**src/asp_defines.svh**
```systemverilog
//------------------------------------------------------------------------
// Summary of operation
// - writes ignore and never change data-ready
// - select picks write target, held stable
// - self mode: write sync fall starts clock
// - self mode: write bits sampled on rises
// - self mode: clock stops after final fall
// - mode low selects external clocking
// - select picks read source, held stable
// - new conversion drives data-ready low
// - last word bit read raises data-ready
// - unread word keeps updating, newest returned
// - result during output read is dropped
// - register reads leave data-ready alone
// - output read refused while data-ready high
// - external read: MSB on sync, shift falls
// - final fall raises data-ready, releases line
// - read pause releases line, resumes next bit
// - external write: capture on clock rise
// - write pause resumes with next bit
// - mode high selects self clocking
// - self mode: read sync starts clock
//------------------------------------------------------------------------
`ifndef ASP_DEFINES_SVH
`define ASP_DEFINES_SVH

`define ASP_CLK_MHZ         100
`define ASP_SCLK_HALF_NS    200
`define ASP_SCLK_HALF_CYC   ((`ASP_SCLK_HALF_NS * `ASP_CLK_MHZ) / 1000)
`define ASP_TMR_W           8

`define ASP_REG_W           24
`define ASP_LEN_LONG        5'h18
`define ASP_LEN_SHORT       5'h10
`define ASP_CNT_W           5

`define ASP_CTRL_RST        24'h000000
`define ASP_CTRL_WL_BIT     9
`define ASP_CTRL_CALRD_BIT  8

`define ASP_IN_N            6
`define ASP_IN_SCLK         0
`define ASP_IN_RFS          1
`define ASP_IN_TFS          2
`define ASP_IN_SDI          3
`define ASP_IN_SEL          4
`define ASP_IN_MODE         5
`define ASP_IN_IDLE         6'h06

`endif

```
**src/asp_pkg.sv**
```systemverilog
`default_nettype none
`include "asp_defines.svh"

package asp_pkg;

    typedef enum logic [2:0] {
        ASP_IDLE,
        ASP_READ,
        ASP_WRITE,
        ASP_WEND,
        ASP_HOLD
    } asp_state_t;

    typedef struct packed {
        logic [`ASP_IN_N-1:0]  s1;
        logic [`ASP_IN_N-1:0]  s2;
        logic [`ASP_IN_N-1:0]  s3;
        logic [`ASP_IN_N-1:0]  filt;
        asp_state_t            st;
        logic                  is_out;
        logic                  sel_wr;
        logic [`ASP_CNT_W-1:0] cnt;
        logic [`ASP_CNT_W-1:0] len;
        logic [`ASP_REG_W-1:0] sh;
        logic [`ASP_REG_W-1:0] out_word;
        logic [`ASP_REG_W-1:0] ctrl;
        logic                  data_ready_n_n;
        logic                  sd_o;
        logic                  sd_oe;
        logic                  sck;
        logic                  sck_oe;
        logic [`ASP_TMR_W-1:0] tmr;
        logic                  cal_stb;
        logic [`ASP_REG_W-1:0] cal_data;
    } asp_regs_t;

endpackage : asp_pkg

`default_nettype wire

```
**src/asp_serial_port.sv**
```systemverilog
`timescale 1ns/10ps
`default_nettype none
`include "asp_defines.svh"

module asp_serial_port (
    // clock and reset
    input  wire logic                  sys_clk,
    input  wire logic                  rst,
    // serial pins
    input  wire logic                  mode,
    input  wire logic                  sclk_i,
    output logic                       sclk_o,
    output logic                       sclk_oe,
    input  wire logic                  read_frame_sync_n,
    input  wire logic                  write_frame_sync_n,
    input  wire logic                  register_select,
    input  wire logic                  serial_data_i,
    output logic                       serial_data_o,
    output logic                       serial_data_oe,
    output logic                       data_ready_n,
    // conversion side
    input  wire logic [`ASP_REG_W-1:0] conv_word,
    input  wire logic                  conv_valid,
    input  wire logic [`ASP_REG_W-1:0] cal_rd_data,
    output logic [`ASP_REG_W-1:0]      ctrl_word,
    output logic                       cal_wr_stb,
    output logic [`ASP_REG_W-1:0]      cal_wr_data
);

    //--------------------------------------------------------------------
    // state
    //--------------------------------------------------------------------
    asp_pkg::asp_regs_t r;
    asp_pkg::asp_regs_t next_r;

    logic [`ASP_IN_N-1:0] pins;
    logic                 self_clk;
    logic                 x_rise;
    logic                 x_fall;
    logic                 i_rise;
    logic                 i_fall;
    logic                 rise;
    logic                 fall;
    logic                 rfs_fall;
    logic                 rfs_rise;
    logic                 tfs_fall;
    logic                 frame_lo;
    logic                 sel;
    logic                 cal_rd;

    assign pins = {mode, register_select, serial_data_i,
                   write_frame_sync_n, read_frame_sync_n, sclk_i};

    //--------------------------------------------------------------------
    // next state
    //--------------------------------------------------------------------
    always_comb begin
        next_r         = r;
        next_r.cal_stb = 1'b0;

        // three-stage synchroniser; a level counts once stages 2, 3 agree
        next_r.s1 = pins;
        next_r.s2 = r.s1;
        next_r.s3 = r.s2;
        for (int i = 0; i < `ASP_IN_N; i++) begin
            if (r.s2[i] == r.s3[i]) begin
                next_r.filt[i] = r.s3[i];
            end
        end

        self_clk = r.filt[`ASP_IN_MODE];
        // select is taken with the frame sync edge, same pipeline depth
        sel      = next_r.filt[`ASP_IN_SEL];
        cal_rd   = r.ctrl[`ASP_CTRL_CALRD_BIT];
        x_rise   = next_r.filt[`ASP_IN_SCLK] & ~r.filt[`ASP_IN_SCLK];
        x_fall   = ~next_r.filt[`ASP_IN_SCLK] & r.filt[`ASP_IN_SCLK];
        rfs_fall = ~next_r.filt[`ASP_IN_RFS] & r.filt[`ASP_IN_RFS];
        rfs_rise = next_r.filt[`ASP_IN_RFS] & ~r.filt[`ASP_IN_RFS];
        tfs_fall = ~next_r.filt[`ASP_IN_TFS] & r.filt[`ASP_IN_TFS];

        // own clock advances while the active frame sync is low, and always in ASP_WEND
        if (r.st == asp_pkg::ASP_READ) begin
            frame_lo = ~r.filt[`ASP_IN_RFS];
        end else if (r.st == asp_pkg::ASP_WRITE) begin
            frame_lo = ~r.filt[`ASP_IN_TFS];
        end else begin
            frame_lo = 1'b1;
        end

        //----------------------------------------------------------------
        // self-clock generator, idles high like a pulled-up line
        //----------------------------------------------------------------
        i_rise = 1'b0;
        i_fall = 1'b0;
        if (r.sck_oe && frame_lo) begin
            if (r.tmr == `ASP_TMR_W'(`ASP_SCLK_HALF_CYC - 1)) begin
                next_r.tmr = '0;
                next_r.sck = ~r.sck;
                i_rise     = ~r.sck;
                i_fall     = r.sck;
            end else begin
                next_r.tmr = r.tmr + `ASP_TMR_W'(1);
            end
        end
        rise = self_clk ? i_rise : x_rise;
        fall = self_clk ? i_fall : x_fall;

        //----------------------------------------------------------------
        // conversion results; dropped while the output word is in flight
        //----------------------------------------------------------------
        if (conv_valid && !(r.st == asp_pkg::ASP_READ && r.is_out)) begin
            next_r.out_word = conv_word;
            next_r.data_ready_n_n   = 1'b0;
        end

        //----------------------------------------------------------------
        // transfer sequencing
        //----------------------------------------------------------------
        case (r.st)
            asp_pkg::ASP_IDLE: begin
                if (rfs_fall) begin
                    next_r.cnt    = '0;
                    next_r.is_out = 1'b0;
                    next_r.len    = `ASP_LEN_LONG;
                    if (sel && !cal_rd) begin
                        next_r.is_out = 1'b1;
                        next_r.sh     = r.out_word;
                        if (!r.ctrl[`ASP_CTRL_WL_BIT]) begin
                            next_r.len = `ASP_LEN_SHORT;
                        end
                    end else if (sel) begin
                        next_r.sh = cal_rd_data;
                    end else begin
                        next_r.sh = r.ctrl;
                    end
                    if (sel && !cal_rd && r.data_ready_n_n) begin
                        // refused: nothing moves until the frame ends
                        next_r.st = asp_pkg::ASP_HOLD;
                    end else begin
                        next_r.st    = asp_pkg::ASP_READ;
                        next_r.sd_oe = 1'b1;
                        if (sel && !cal_rd) begin
                            next_r.sd_o = r.out_word[`ASP_REG_W-1];
                        end else if (sel) begin
                            next_r.sd_o = cal_rd_data[`ASP_REG_W-1];
                        end else begin
                            next_r.sd_o = r.ctrl[`ASP_REG_W-1];
                        end
                        if (self_clk) begin
                            next_r.sck_oe = 1'b1;
                            next_r.sck    = 1'b1;
                            next_r.tmr    = '0;
                            // first own fall is a lead-in: one more to count
                            next_r.len    = next_r.len + `ASP_CNT_W'(1);
                        end
                    end
                end else if (tfs_fall) begin
                    next_r.st     = asp_pkg::ASP_WRITE;
                    next_r.cnt    = '0;
                    next_r.sel_wr = sel;
                    if (self_clk) begin
                        next_r.sck_oe = 1'b1;
                        next_r.sck    = 1'b1;
                        next_r.tmr    = '0;
                    end
                end
            end

            asp_pkg::ASP_READ: begin
                if (rfs_rise) begin
                    next_r.sd_oe = 1'b0;
                end else if (rfs_fall) begin
                    next_r.sd_oe = 1'b1;
                end
                if (fall && frame_lo) begin
                    next_r.cnt = r.cnt + `ASP_CNT_W'(1);
                    if (r.cnt + `ASP_CNT_W'(1) == r.len) begin
                        // final fall: word complete, line released
                        if (r.is_out) begin
                            next_r.data_ready_n_n = 1'b1;
                        end
                        next_r.sd_oe  = 1'b0;
                        // own clock shows this fall, then lets go
                        next_r.st     = self_clk ? asp_pkg::ASP_WEND
                                                 : asp_pkg::ASP_HOLD;
                    end else if (!(self_clk && r.cnt == '0)) begin
                        next_r.sh   = {r.sh[`ASP_REG_W-2:0], 1'b0};
                        next_r.sd_o = r.sh[`ASP_REG_W-2];
                    end
                end
            end

            asp_pkg::ASP_WRITE: begin
                // rises outside a low frame sync are a pause, not a bit
                if (rise && frame_lo) begin
                    next_r.sh  = {r.sh[`ASP_REG_W-2:0],
                                  r.filt[`ASP_IN_SDI]};
                    next_r.cnt = r.cnt + `ASP_CNT_W'(1);
                    if (r.cnt + `ASP_CNT_W'(1) == `ASP_LEN_LONG) begin
                        if (r.sel_wr) begin
                            next_r.cal_stb  = 1'b1;
                            next_r.cal_data = {r.sh[`ASP_REG_W-2:0],
                                               r.filt[`ASP_IN_SDI]};
                        end else begin
                            next_r.ctrl = {r.sh[`ASP_REG_W-2:0],
                                           r.filt[`ASP_IN_SDI]};
                        end
                        next_r.st = self_clk ? asp_pkg::ASP_WEND
                                             : asp_pkg::ASP_HOLD;
                    end
                end
            end

            asp_pkg::ASP_WEND: begin
                // the closing fall stays driven for one half period,
                // otherwise the pull-up would hide it from the host
                if (i_rise) begin
                    next_r.sck_oe = 1'b0;
                    next_r.sck    = 1'b1;
                    next_r.st     = asp_pkg::ASP_HOLD;
                end
            end

            asp_pkg::ASP_HOLD: begin
                if (r.filt[`ASP_IN_RFS] && r.filt[`ASP_IN_TFS]) begin
                    next_r.st = asp_pkg::ASP_IDLE;
                end
            end

            default: begin
                next_r.st     = asp_pkg::ASP_IDLE;
                next_r.sd_oe  = 1'b0;
                next_r.sck_oe = 1'b0;
            end
        endcase
    end

    //--------------------------------------------------------------------
    // registers
    //--------------------------------------------------------------------
    always_ff @(posedge sys_clk) begin
        if (rst) begin
            r        <= '0;
            r.s1     <= `ASP_IN_IDLE;
            r.s2     <= `ASP_IN_IDLE;
            r.s3     <= `ASP_IN_IDLE;
            r.filt   <= `ASP_IN_IDLE;
            r.data_ready_n_n <= 1'b1;
            r.sck    <= 1'b1;
            r.ctrl   <= `ASP_CTRL_RST;
        end else begin
            r <= next_r;
        end
    end

    //--------------------------------------------------------------------
    // outputs
    //--------------------------------------------------------------------
    assign sclk_o         = r.sck;
    assign sclk_oe        = r.sck_oe;
    assign serial_data_o  = r.sd_o;
    assign serial_data_oe = r.sd_oe;
    assign data_ready_n   = r.data_ready_n_n;
    assign ctrl_word      = r.ctrl;
    assign cal_wr_stb     = r.cal_stb;
    assign cal_wr_data    = r.cal_data;

endmodule : asp_serial_port

`default_nettype wire
```
**config.mk**
```make
export PLATFORM = sky130hd
export DESIGN_NAME = asp_serial_port
export DESIGN_NICKNAME = d
export VERILOG_FILES = /design/src/asp_pkg.sv /design/src/asp_serial_port.sv
export VERILOG_INCLUDE_DIRS = /design/src /design/src/src
export SDC_FILE = /design/constraint.sdc
export NUM_CORES = 1
export LEC_CHECK = 0
export BUFFER_PORTS_ARGS = -buffer_cell sky130_fd_sc_hd__buf_2
export CAP_MARGIN = 20
export CORE_MARGIN = 1.5
export CORE_UTILIZATION = 48
export DETAILED_ROUTE_END_ITERATION = 10
export PLACE_DENSITY = 0.69
export SETUP_SLACK_MARGIN = 0.4
export SYNTH_ARGS = -nofsm -noshare
export SYNTH_HDL_FRONTEND = slang
export SYNTH_SLANG_ARGS = --single-unit
```
**constraint.sdc**
```tcl
create_clock -name sys_clk -period 3 [get_ports sys_clk]
set_input_delay 0.45 -clock sys_clk [delete_from_list [all_inputs] [get_ports sys_clk]]
set_output_delay 0.45 -clock sys_clk [all_outputs]
set_load 0.02 [all_outputs]
```
==> impl_metrics.env <==
export IMPL_status="completed"
export IMPL_hp_class="primary input to register"
export IMPL_crit_path_start_kind="register"
export IMPL_switching_share_pct=24.6
export IMPL_synth_cells=839
export IMPL_fill_cells=1357
export IMPL_critPathMaxStageDelay_ns=0.35
export IMPL_placedCellCount=1048
export IMPL_root_buffer="clkbuf_16"
export IMPL_drive_gt1_share_pct=20.6
export IMPL_rr_startpoint="r[25]"
export IMPL_min_from="write_frame_sync_n"
export IMPL_worstPathRequired_ns=3.34
export IMPL_synth_area_leaders="dfxtp_1, mux2i_1, nand2_1, buf_4, a21oi_1"
export IMPL_cp_cell_sequence="ha_1 > and3_2 > ha_1 > nand3_1 > a21oi_1 > a21oi_1 > a2bb2oi_4 > buf_6 > mux2i_1"
export IMPL_synth_largest_area_cell="dfxtp_1"
export IMPL_clk_pin_slew_ns=0.06
export IMPL_insertedDiodeCount=0
export IMPL_antenna_found_initial=0
export IMPL_cts_tree="built"
export IMPL_syn_avg_cell_area_um2=8.46
export IMPL_final_util_pct=56.0
export IMPL_grt_use_total_pct=21.2
export IMPL_drc_errors=0
export IMPL_numClockSinks=146
export IMPL_ir_drop_uv=397
export IMPL_dr_first_iter_drc_count=426
export IMPL_clockBufferDepth=2
export IMPL_finalMaxSlewViolations=0
export IMPL_crit_path_top_delay_cell="dfxtp_1"
export IMPL_ios=111
export IMPL_max_slew_margin_pct=55.2
export IMPL_async_reset_ff_share_pct=0
export IMPL_worst_pin_slew_ns=0.666
export IMPL_rows=44
export IMPL_htreeDepth=4
export IMPL_ys_top_cells_by_count="dfxtp_1, nand2_1, a21oi_1"
export IMPL_crit_type="register to register"
export IMPL_drt_vias_per_instance=5.31
export IMPL_start_util_pct=49.0
export IMPL_die_x_um=125
export IMPL_r2r_end="r[90]"
export IMPL_hold_viol_final=0
export IMPL_yosysTopAreaCellShare_pct=41.2
export IMPL_critPathCaptureType="register"
export IMPL_synth_area_mm2=0.00710
export IMPL_dieArea_mm2=0.0155
export IMPL_synth_seq_cells=146
export IMPL_ys_types=64
export IMPL_insertion_delay_ns=0.42
export IMPL_combPwrFrac_pct=13.4
export IMPL_die_height_um=125
export IMPL_grt_pass1_vias=5174
export IMPL_yosysMostFrequentCell="dfxtp_1"
export IMPL_rsz0062_at_grt="false"
export IMPL_leakagePower_nw=3.52
export IMPL_period_minus_slack_ns=2.45
export IMPL_min_to="next_r[139]"
export IMPL_grt_max_degree=72
export IMPL_synth_edf_count=0
export IMPL_period_share_pct=81.7
export IMPL_p_seq_share_pct=42.0
export IMPL_cts_inserted_buffers=17
export IMPL_timing_fmax_mhz=408
export IMPL_route_detailed_wl_per_inst_um=15.0
export IMPL_p_int_mw=3.66
export IMPL_cellPowerDensity_mw_per_mm2=598
export IMPL_grt_overflow=0
export IMPL_r2r_cells=9
export IMPL_via_count=5755
export IMPL_arrival_ns=2.80
export IMPL_p_clk_share_pct=44.6
export IMPL_ant_nets=0
export IMPL_area_growth_pct=14.3
export IMPL_syn_nets=902
export IMPL_cts_hold_buf=0
export IMPL_skew_ns=0.00621
export IMPL_nNetsFinal=952
export IMPL_reg2reg_slack_ns=0.55
export IMPL_ys_flop_type="dfxtp_1"
export IMPL_yosysSeqAreaShare_pct=41.2
export IMPL_p_switching_mw=1.19
export IMPL_fin_cells=1083
export IMPL_yosysWarnings=0
export IMPL_dr_pass1_iters=5
export IMPL_hpwl_mm=11.3
export IMPL_cap_violations=0
export IMPL_path_max_fanout=15
export IMPL_routabilityCongestion=0.866
export IMPL_io_buffer_count=110
export IMPL_tns_ns=0
export IMPL_finalSetupViolations=0
export IMPL_grt_pass1_wl_mm=26.7
export IMPL_hold_path_depth=2
export IMPL_wl_mm=16.3
export IMPL_core_mm2=0.0145
-- worst max path at each step --
| stage | from | end | slack (ns) | cells after the start |
|---|---|---|---|---|
| after floorplan | r[30] | ctrl_word[4] | 0.79 | 10 |
| after global placement | r[25] | r[101] | 0.44 | 9 |
| after detailed placement | r[25] | r[90] | 0.34 | 9 |
| after CTS | r[30] | r[90] | 0.45 | 9 |
| after global routing | r[25] | r[90] | 0.40 | 9 |
| final | r[25] | r[90] | 0.55 | 9 |
-- worst max-delay path: cells and delay by family, from the launching register on --
family                   cells  cell delay, ns
AO/OA/AOI/OAI                3            0.69
adder cells (fa/ha/maj)      2            0.48
AND/OR/NAND/NOR              2            0.38
flip-flops                   1            0.35
buffers and inverters        1            0.26
multiplexers                 1            0.22
-- per-layer routing --
layer  track usage, %  vias to the layer above  wire length [µm]
met5                0                        -                 0
met4             7.84                        0               289
met3             4.30                       27               903
met2             30.4                      179              6920
met1             31.4                     2651              8170
li1                 -                     2898                 -
-- per-stage QoR --
stage                     total power [mW]  cell area (µm²)  worst slack, ns  hold slack [ns]
after detailed placement              2.70             7420            0.336            0.401
after floorplan                       2.55             7100            0.788            0.389
after global routing                  5.06             8110            0.398            0.217
final                                 4.85             8110            0.549            0.212
after CTS                             4.87             8040            0.445            0.199
after global placement                2.70             7420            0.442            0.391
-- layout by cell type (no fill, tap or decap), drive strengths merged, types with 22 or more instances in the layout --
cell type / n
a211o: 22
a21oi: 74
buf: 138
clkbuf: 24
dfxtp: 146
mux2i: 70
nand2: 142
nand2b: 22
nor2: 71
o21ai: 36
-- state kept, by name, summed over array words and instances (netlist names), 12 cells and up --
signal	flops
r	80
cal_wr_data	24
ctrl_word	24
next_r	12
-- cell families after synthesis --
kind of cell,Yosys count,synth area share [%]
and+or+nand+nor,325,22.1
adders and majority gates,8,1.34
AOI/OAI and AO/OA,156,13.7
muxes,73,10.3
DFF,146,41.2
buffers and inverters,115,9.23
xor gates and xnor gates,16,2.17
-- timing repair --
action / 4_1_cts / 5_1_grt
gates resized for setup: 1 / 7
pin swaps: 0 / 1
endpoints found under the setup margin: 15 / 69
setup buffers: 0 / 6
gates cloned: 0 / 0
hold endpoints to repair: 0 / 0
-- cell type report --
| cell class | count | area [µm²] | area share (%) |
|---|---|---|---|
| clock buffers | 24 | 502 | 6.18 |
| clock inverters | 5 | 100 | 1.23 |
| inverters | 8 | 30.0 | 0.370 |
| multi-input cells | 578 | 3560 | 43.8 |
| flip-flops and latches | 146 | 2920 | 36.0 |
| well taps | 184 | 230 | 2.84 |
| repair buffers | 138 | 771 | 9.50 |
-- power by group through the flow --
stage	logic (mW)	registers (mW)	clock network, mW
2_1_floorplan	0.481	2.06	0
3_3_place_gp	0.619	2.08	0
3_5_place_dp	0.625	2.08	0
4_1_cts	0.634	2.04	2.20
5_1_grt	0.719	2.05	2.30
6_report	0.648	2.04	2.17
Note: power is estimated with default switching activity, not from simulation.
